### src/design/dpbg_pkg.sv
// Purpose: Shared constants and types for the dual-port buffer guard.
// Assumes: One clock (mclk, 25 MHz), synchronous active-high reset.
// Notes:   Address widths are module parameters; only codes live here.
`default_nettype none
package dpbg_pkg;
  // ==========================================================================
  // Modes and buffer indices
  // ==========================================================================
  localparam logic       MODE_MAILBOX  = 1'b0;
  localparam logic       MODE_BUFFERED = 1'b1;
  localparam int         NUM_AREAS     = 3;
  localparam logic [1:0] AREA_RESET_W  = 2'h0;
  localparam logic [1:0] AREA_RESET_R  = 2'h1;
  localparam logic [1:0] AREA_RESET_S  = 2'h2;

  // Mailbox handshake states
  typedef enum logic [0:0] {
    DPBG_MB_EMPTY = 1'b0,
    DPBG_MB_FULL  = 1'b1
  } dpbg_mb_t;
endpackage
`default_nettype wire

### src/design/dpbg_guard.sv
// Purpose: Buffer guard between a network-side port (through the logical address mapper)
//          and a local host port, over one dual-port memory; mailbox or three-buffer mode.
// Assumes: Network side writes, host side reads; both sides are on mclk; a network write
//          carries a commit strobe that is low when the frame check sequence failed.
// Notes:   Writes are staged per frame and only reach memory when committed.
`default_nettype none

// Function
// - The guard runs as a single-buffer mailbox or as an always-open buffered mode, chosen by an input.
// - In mailbox mode a side may use the buffer only after the other side has finished its access.
// - In mailbox mode, once the buffer is written, writes are refused until the reader has read its last byte.
// - In buffered mode both sides may access at any moment without waiting.
// - In buffered mode the writer may always write new content, read or not.
// - When the writer outpaces the reader, the older unread complete buffer is dropped, never stalling.
// - In buffered mode a read returns the held buffer, switched to the newest complete one after its last byte is read, never a partial one.
// - Buffered mode uses three equal areas of the block size, rotated between writer and reader.
// - Network accesses pass the address mapper first, then the guard, then the memory.
// - The mapper turns logical process image addresses into local physical memory addresses.
// - Data from a frame whose check sequence failed is not committed to memory.
module dpbg_guard
  import dpbg_pkg::*;
#(
  parameter int AW    = 6,    // Bytes per block = 2**AW
  parameter int LAW   = 16,   // Logical address width
  parameter int PAW   = 8     // Physical address width
) (
  // Clock and reset
  input  wire logic           mclk,
  input  wire logic           rst,
  // Configuration
  input  wire logic           mode_sel,
  input  wire logic [LAW-1:0] map_log_base,
  input  wire logic [PAW-1:0] map_phys_base,
  // Network side write port (logical addresses)
  input  wire logic           net_wr,
  input  wire logic [LAW-1:0] net_addr,
  input  wire logic [7:0]     net_wdata,
  input  wire logic           net_frame_end,
  input  wire logic           net_fcs_ok,
  // Host side read port (offset into block)
  input  wire logic           host_rd,
  input  wire logic [AW-1:0]  host_addr,
  // Results
  output logic                net_wr_refused,
  output logic                host_rd_valid,
  output logic [7:0]          host_rdata,
  output logic                host_rd_refused,
  output logic                mb_full,
  output logic [1:0]          rd_area
);
  localparam int BLK = 1 << AW;
  localparam logic [AW-1:0] LAST = AW'(BLK - 1);

  // ==========================================================================
  // Storage: three areas plus a per-frame staging copy
  // ==========================================================================
  logic [7:0] mem_reg [NUM_AREAS*BLK];
  logic [7:0] stage_reg [BLK];

  // ==========================================================================
  // Address mapping
  // ==========================================================================
  // Logical to physical translation, then window check against one block
  function automatic logic [PAW-1:0] map_addr(input logic [LAW-1:0] la,
                                              input logic [LAW-1:0] lb,
                                              input logic [PAW-1:0] pb);
    map_addr = pb + PAW'(la - lb);
  endfunction

  wire logic [LAW-1:0] log_off  = net_addr - map_log_base;
  wire logic           in_win   = (net_addr >= map_log_base) && (log_off < LAW'(BLK));
  wire logic [PAW-1:0] phys     = map_addr(net_addr, map_log_base, map_phys_base);
  wire logic [AW-1:0]  blk_off  = phys[AW-1:0] - map_phys_base[AW-1:0];

  // ==========================================================================
  // State
  // ==========================================================================
  dpbg_mb_t   mb_reg, mb_next;
  logic [1:0] w_area_reg, r_area_reg, s_area_reg;
  logic       s_new_reg;
  logic       last_seen_reg;   // Last byte of area written in this frame
  logic       rd_last_reg;     // Host read the last byte of the held area
  logic       host_rd_valid_reg, net_wr_refused_reg, host_rd_refused_reg;
  logic [7:0] host_rdata_reg;

  // Access permission decode
  wire logic mb_mode   = (mode_sel == MODE_MAILBOX);
  wire logic wr_ok     = mb_mode ? (mb_reg == DPBG_MB_EMPTY) : 1'b1;
  wire logic rd_ok     = mb_mode ? (mb_reg == DPBG_MB_FULL) : 1'b1;
  wire logic wr_take   = net_wr && in_win && wr_ok;
  wire logic rd_take   = host_rd && rd_ok;
  wire logic wr_last   = wr_take && (blk_off == LAST);
  wire logic complete  = net_frame_end && net_fcs_ok && (last_seen_reg || wr_last);
  wire logic mb_read_done = mb_mode && rd_take && (host_addr == LAST);
  wire logic [1:0] cmt_area = mb_mode ? AREA_RESET_W : w_area_reg;
  wire logic [1:0] rd_src   = mb_mode ? AREA_RESET_W : r_area_reg;

  // Mailbox next state: fill on commit, empty on final read
  always_comb begin
    mb_next = mb_reg;
    case (mb_reg)
      DPBG_MB_EMPTY: if (mb_mode && complete) mb_next = DPBG_MB_FULL;
      DPBG_MB_FULL:  if (mb_read_done) mb_next = DPBG_MB_EMPTY;
      default:       mb_next = DPBG_MB_EMPTY;
    endcase
  end

  // Staging writes; nothing reaches memory before a good frame end
  always_ff @(posedge mclk) begin
    if (wr_take) begin
      stage_reg[blk_off] <= net_wdata;
    end
  end

  // Commit staged frame into the writer's area
  always_ff @(posedge mclk) begin
    if (complete) begin
      for (int i = 0; i < BLK; i++) begin
        mem_reg[int'(cmt_area)*BLK + i] <= (wr_take && blk_off == AW'(i)) ? net_wdata : stage_reg[i];
      end
    end
  end

  // Frame progress and mailbox state
  always_ff @(posedge mclk) begin
    if (rst) begin
      mb_reg        <= DPBG_MB_EMPTY;
      last_seen_reg <= 1'b0;
    end else begin
      mb_reg        <= mb_next;
      last_seen_reg <= net_frame_end ? 1'b0 : (last_seen_reg | wr_last);
    end
  end

  // Three-buffer rotation: writer, reader and spare (newest) areas
  always_ff @(posedge mclk) begin
    if (rst) begin
      w_area_reg  <= AREA_RESET_W;
      r_area_reg  <= AREA_RESET_R;
      s_area_reg  <= AREA_RESET_S;
      s_new_reg   <= 1'b0;
      rd_last_reg <= 1'b0;
    end else if (!mb_mode) begin
      // A commit in the same cycle wins; keep the reader's request so the switch waits a cycle instead of being lost
      rd_last_reg <= (rd_take && (host_addr == LAST)) || (rd_last_reg && complete);
      if (complete) begin
        w_area_reg <= s_area_reg;
        s_area_reg <= w_area_reg;
        s_new_reg  <= 1'b1;
      end else if (rd_last_reg && s_new_reg) begin
        r_area_reg <= s_area_reg;
        s_area_reg <= r_area_reg;
        s_new_reg  <= 1'b0;
      end
    end
  end

  // Host read data and refusal flags
  always_ff @(posedge mclk) begin
    if (rst) begin
      host_rd_valid_reg   <= 1'b0;
      host_rdata_reg      <= 8'h00;
      net_wr_refused_reg  <= 1'b0;
      host_rd_refused_reg <= 1'b0;
    end else begin
      host_rd_valid_reg   <= rd_take;
      net_wr_refused_reg  <= net_wr && in_win && !wr_ok;
      host_rd_refused_reg <= host_rd && !rd_ok;
      if (rd_take) begin
        host_rdata_reg <= mem_reg[int'(rd_src)*BLK + int'(host_addr)];
      end
    end
  end

  assign host_rd_valid   = host_rd_valid_reg;
  assign host_rdata      = host_rdata_reg;
  assign net_wr_refused  = net_wr_refused_reg;
  assign host_rd_refused = host_rd_refused_reg;
  assign mb_full         = (mb_reg == DPBG_MB_FULL);
  assign rd_area         = r_area_reg;

  // ==========================================================================
  // Assertions
  // ==========================================================================
  property p_mb_refuse;
    @(posedge mclk) disable iff (rst) (mb_mode && mb_reg == DPBG_MB_FULL && net_wr && in_win) |=> net_wr_refused;
  endproperty
  a_mb_refuse: assert property (p_mb_refuse) else $error("Mailbox full write not refused");

  property p_mb_rd_wait;
    @(posedge mclk) disable iff (rst) (mb_mode && mb_reg == DPBG_MB_EMPTY && host_rd) |=> !host_rd_valid && host_rd_refused;
  endproperty
  a_mb_rd_wait: assert property (p_mb_rd_wait) else $error("Mailbox read granted while empty");

  property p_buf_rd_open;
    @(posedge mclk) disable iff (rst) (!mb_mode && host_rd) |=> host_rd_valid;
  endproperty
  a_buf_rd_open: assert property (p_buf_rd_open) else $error("Buffered read not served");

  property p_buf_wr_open;
    @(posedge mclk) disable iff (rst) (!mb_mode && net_wr) |=> !net_wr_refused;
  endproperty
  a_buf_wr_open: assert property (p_buf_wr_open) else $error("Buffered write refused");

  property p_swap;
    @(posedge mclk) disable iff (rst) (!mb_mode && complete) |=> s_new_reg && s_area_reg == $past(w_area_reg);
  endproperty
  a_swap: assert property (p_swap) else $error("Completed buffer not offered");

  property p_distinct;
    @(posedge mclk) disable iff (rst) (w_area_reg != r_area_reg) && (w_area_reg != s_area_reg) && (r_area_reg != s_area_reg);
  endproperty
  a_distinct: assert property (p_distinct) else $error("Areas overlap");

  property p_bad_fcs;
    @(posedge mclk) disable iff (rst) (mb_mode && mb_reg == DPBG_MB_EMPTY && net_frame_end && !net_fcs_ok) |=> mb_reg == DPBG_MB_EMPTY;
  endproperty
  a_bad_fcs: assert property (p_bad_fcs) else $error("Bad frame handed over");

  property p_partial;
    @(posedge mclk) disable iff (rst) (mb_mode && mb_reg == DPBG_MB_EMPTY && net_frame_end && !last_seen_reg && !wr_last) |=> !mb_full;
  endproperty
  a_partial: assert property (p_partial) else $error("Partial buffer handed over");

  property p_map;
    @(posedge mclk) disable iff (rst) (net_wr && in_win) |-> blk_off == log_off[AW-1:0];
  endproperty
  a_map: assert property (p_map) else $error("Mapped address wrong");
endmodule
`default_nettype wire

### config.mk
export PLATFORM = sky130hd
export DESIGN_NAME = dpbg_guard
export DESIGN_NICKNAME = d
export VERILOG_FILES = /design/src/design/dpbg_pkg.sv /design/src/design/dpbg_guard.sv
export SDC_FILE = /design/constraint.sdc
export NUM_CORES = 2
export LEC_CHECK = 0
export ABC_AREA = 1
export BUFFER_PORTS_ARGS = -buffer_cell sky130_fd_sc_hd__buf_2
export CAP_MARGIN = 40
export CORE_MARGIN = 1
export CORE_UTILIZATION = 54
export DETAILED_ROUTE_END_ITERATION = 8
export PLACE_DENSITY_LB_ADDON = 0.15
export SYNTH_ARGS = -nofsm -noshare
export SYNTH_HDL_FRONTEND = slang
export SYNTH_SLANG_ARGS = --single-unit
### constraint.sdc
create_clock -name mclk -period 53.5 [get_ports mclk]
set_input_delay 8.025 -clock mclk [delete_from_list [all_inputs] [get_ports mclk]]
set_output_delay 8.025 -clock mclk [all_outputs]
set_load 0.03 [all_outputs]
; ---- Yosys cells after proc, flatten, opt, wreduce, memory -nomap -nowiden
; Memory sizes are Yosys's and may differ from the RTL's. A register that Yosys moved wholly into a read port is not among the register bits.
; Cells that the tools add are included.
[totals]
regBits = 13
memories = 2
ramBits = 2048
elab_cells = 316
out_inout_bits = 14
input_bits = 61
[memory_table]
columns = memory, depth, word_bits, read_ports, rd_ports_with_merged_regs, wr, line
row1 = mem_reg, 192, 8, 1, 1, 64, dpbg_guard.sv:57  ; logic [7:0] mem_reg [NUM_AREAS*BLK];
row2 = stage_reg, 64, 8, 64, 0, 1, dpbg_guard.sv:58  ; logic [7:0] stage_reg [BLK];
[classes]
bitwise = 4
mux = 79
n_reduce_logical = 88
addsub = 67
order_cmp = 2
eq_ne = 64
[op_table]
columns = cell, count
row1 = 2-to-1 mux 8 bit, 64
row2 = adder 8 x 6 -> 8 bit (second input constant), 32
row3 = == test 6 bit (second input constant), 33
row4 = adder 8 x 5 -> 8 bit (second input constant), 16
row5 = == test 6 x 5 -> 1 bit (second input constant), 16
row6 = logical AND 1 bit, 78
row7 = adder 8 x 4 -> 8 bit (second input constant), 8
row8 = == test 6 x 4 -> 1 bit (second input constant), 8
row9 = adder 8 x 3 -> 8 bit (second input constant), 4
row10 = == test 6 x 3 -> 1 bit (second input constant), 4
row11 = adder 8 x 2 -> 8 bit (second input constant), 2
row12 = >= comparator 16 bit, 1
row13 = < comparator 16 x 7 -> 1 bit (second input constant), 1
row14 = subtractor 16 bit, 1
row15 = == test 6 x 2 -> 1 bit (second input constant), 2
row16 = 2-to-1 mux 1 bit, 10
row17 = adder 8 x 1 -> 8 bit (second input constant), 1
row18 = adder 8 x 6 -> 8 bit, 1
row19 = 2-to-1 mux 2 bit, 4
row20 = adder 6 bit, 1
row21 = == test 6 x 1 -> 1 bit (second input constant), 1
row22 = zero test 6 bit, 1
row23 = subtractor 6 bit, 1
row24 = AND reduction 2 bit, 2
row25 = other kinds (8), 12

; ---- Longest topological paths before layout
[logic_depth]
ltp_word = 11
ltp_mapped = 25
depth_no_buf = 24

; ---- Worst setup path after synthesis
; Ideal clock, no wire load.
[synth_timing]
path_type = in2reg
startpoint = input port net_addr[0]
endpoint = memory mem_reg[100][0] (enable)
path_buffers = 1
setup_time_ns = 2.015
t_arrival_ns = 45.228
cell_stages = 18
path_slack_ns = 6.257
required_ns = 51.485
path_cell_list = inv_1 -> ha_1 -> fa_1 -> xnor2_1 -> inv_1 -> ha_1 -> inv_1 -> o31ai_1 -> or2_2 -> nand2_4 -> nor2_8 -> nand2_1 -> nor2_1 -> nand4_2 -> nand2_2 -> nand2_1 -> buf_2 -> nor3_1
[synth_rtl]
columns = item, line
row1 = start: declaration, dpbg_guard.sv:36  ; input wire logic [LAW-1:0] net_addr,
row2 = end: declaration, dpbg_guard.sv:57

==> reports/summary.txt <==
CTS tree = done
First-pass GRT wire length = 333000 um
Post-CTS setup buffers = 0
Clk buf depth = 3
Clock tree root buffer cell = clkbuf_16
CP Capture Type = flip-flop
CTS sink cnt = 2069
Crit path to = mem_reg[100][4]
Max reg flops = 1536
CTS buffer count = 204
Asr flop ratio synth = 0
GRT Total Usage = 0.291
Yosys reg bits = 2069
Synthesized cell area = 83800 um^2
Worst r2r src = mb_full
Post_cts resized = 0
CP Data Arrival Time = 15.69 ns
Final WL = 228000 um
GRT overflow = 0
FF-to-FF End = mem_reg[100][4]
LEAKAGE = 31.5 nW
Post-Syn Instances = 6532
Post-synthesis simple-gate area fraction = 0.109
Syn Area/Cell = 12.8 um^2
Largest net degree at the start of global routing = 228
Ys flop type = edfxtp_1
Layout cells sized above 1 = 0.0945
Initial antenna violation count = 6
Starting Density = 0.544
Final count of pins violating max slew = 0
Detailed Place HPWL = 140000 um
Setup slack at placement = 37.31 ns
Final setup TNS = 0 ns
Wire per inst = 26.2 um
Power Density = 36.8 nW/um^2
Multi-input gate area = 19500 um^2
Initial DRC count = 5844
Max Cap Viol = 0
Slew HR = 0.192
Worst setup path startpoint = map_log_base[2]
XOR/XNOR share of the synthesized area = 0.000702
Number of synthesized flops with an enable pin = 2048
DR DRC count = 0
Area grow syn2layout = 10.9%
Yosys warnings = 0
Layout fillers = 11946
Maximum vdd drop = 0.0315 mV
Power Total = 3.42 mW
Fin. Hold Viols = 0
Mux cell area share after synthesis = 0
Adder-cell share of the synthesized area = 0.00367
Crit Path Category = primary input to flip-flop
I/O pin count = 75
Core area = 154000 um^2
Die Ht = 396 um
Critical Path RT = 54.00 ns
CTS clock-pin slew for the worst setup and hold paths = 0.06 ns
Die Span X = 396 um
Syn Nets = 6617
Worst r2r path cells = 12
1st-pass router iterations = 8
Post-synthesis compound-gate area fraction = 0.119
Via Count = 53592
Worst Tran Pin Value = 1.21 ns
Register area share after synthesis = 0.739
Post-route ant nets = 0
FP Rows = 144
Final Net Count = 6585
Largest family of logic cells by synthesized area = compound AO/OA/AOI/OAI gates
Fmax = 0.0658 GHz
# setup viols final = 0
RSZ-0062 raised after global routing = false
Setup slack, reg-to-reg = 48.09 ns
Vias in the first global route = 51048
Cts hold-fix bufs = 0
Status = finished, final reports clean
Tcrit/Tclk final = 0.284
DR vias/cell = 6.14
Die Area = 157000 um^2
Clock skew = 0.0306 ns
Post-synth cell types = 49
Maximum fanout along the worst path = 146
Register area = 61900 um^2
Worst setup SP type = primary input
Worst min path class = flip-flop to flip-flop
Final Worst Setup Slack = 38.31 ns
GPL Wtd Cong = 0.915
Crit path time final = 15.19 ns
H-tree Lvls = 4
Clock Latency Late Sink = 0.84 ns
I/O Buffers = 67
## layout by cell type, fill, tap and decap left out, drive strengths merged
master       n
dfxtp       21
a21oi       74
or2          2
edfxtp    2048
o211ai      39
clkinv     103
a22o         1
nor4         2
a221oi       1
nand3b       1
clkinvlp     4
nor2       875
nand2      860
bufinv      18
o21ai     1290
nand3      219
diode        1
buf        208
clkbuf     253
and2         2
fa           1
ha          23
o31ai        1
inv        146
o21a         1
a31oi        3
o221ai     155
nand4       89
xnor2        1
o22ai      227
nor3b        1
nor3         5
xor2         4
## cells by family after synthesis
kind of cell,count (synthesis)
flip-flops,2069
AND/OR/NAND/NOR,2056
AO/OA/AOI/OAI,1792
buffers and inverters,586
adder cells (fa/ha/maj),24
XOR/XNOR,5
## worst max-delay path: stages
cell     delay, ns
buf_2         0.07
inv_1         0.03
ha_1          0.37
nand2_1       0.07
nand2_1       0.10
inv_2         0.03
nand2_1       0.12
xor2_1        0.22
inv_1         0.07
ha_1          0.35
nand2_1       0.07
o21ai_1       0.19
xor2_2        0.57
nand3_2       0.42
nor2_1        0.45
nand4_2       0.59
nand2_2       0.34
nand2_1       0.31
nor3_2        0.25
buf_4         0.69
buf_12        0.62
buf_4         0.79
buf_4         0.45
buf_16        0.29
## layout make-up
cell class	instances	share of cell area
clock buffers	253	0.0576
inverters	140	0.00586
flip-flops and latches	2069	0.666
diodes	1	0.0000269
repair buffers	208	0.0199
well taps	2044	0.0275
multi-input cells	3877	0.210
clock inverters	131	0.0126
## worst min path at each step
| stage | cells after the start | end | from | slack [ns] |
|---|---|---|---|---|
| final | 2 | rd_last_reg | rd_last_reg | 0.47 |
| after global routing | 2 | rd_last_reg | rd_last_reg | 0.49 |
| after CTS | 2 | rd_last_reg | rd_last_reg | 0.47 |
| after detailed placement | 2 | rd_last_reg | rd_last_reg | 0.46 |
| after global placement | 2 | rd_last_reg | rd_last_reg | 0.45 |
| after floorplan | 2 | rd_last_reg | rd_last_reg | 0.44 |
## layer usage
| layer | share of wire | wire, um | vias to the layer above | GRT usage |
|---|---|---|---|---|
| met2 | 0.47 | 108000 | 2570 | 0.467 |
| met4 | 0.038 | 8710 | 4 | 0.112 |
| met5 | 0.000096 | 22 | - | 0 |
| met1 | 0.39 | 89000 | 26396 | 0.390 |
| met3 | 0.098 | 22500 | 443 | 0.0620 |
| li1 | - | - | 24179 | - |
## synth_stat cells, drive strengths merged, types with 23 or more instances
cell type	number	area [um^2]
nand2	860	3340
ha	23	288
inv	128	480
o21ai	1290	6490
buf	67	412
nand3	219	1110
edfxtp	2048	61500
nand4	89	1160
clkbuf	379	1420
nor2	875	3470
o211ai	39	293
o221ai	155	1360
a21oi	74	374
o22ai	227	1420
## power by group
| group | total, mW | switching (mW) | internal (mW) |
|---|---|---|---|
| Combinational | 0.251 | 0.200 | 0.0513 |
| Sequential | 1.76 | 0.000608 | 1.76 |
| Clock | 1.41 | 0.608 | 0.797 |
## stage by stage
stage / cells / utilization / hold WS [ns] / cell area (um^2)
finish: 8723 / 0.603 / 0.467 / 92900
global route: 8722 / 0.603 / 0.494 / 92900
CTS: 8722 / 0.603 / 0.470 / 92900
detailed placement: 8338 / 0.561 / 0.462 / 86400
global placement: 8290 / 0.557 / 0.453 / 85700
floorplan: 6532 / - / 0.439 / 83800
No activity file was read; power rests on OpenSTA's default activity.
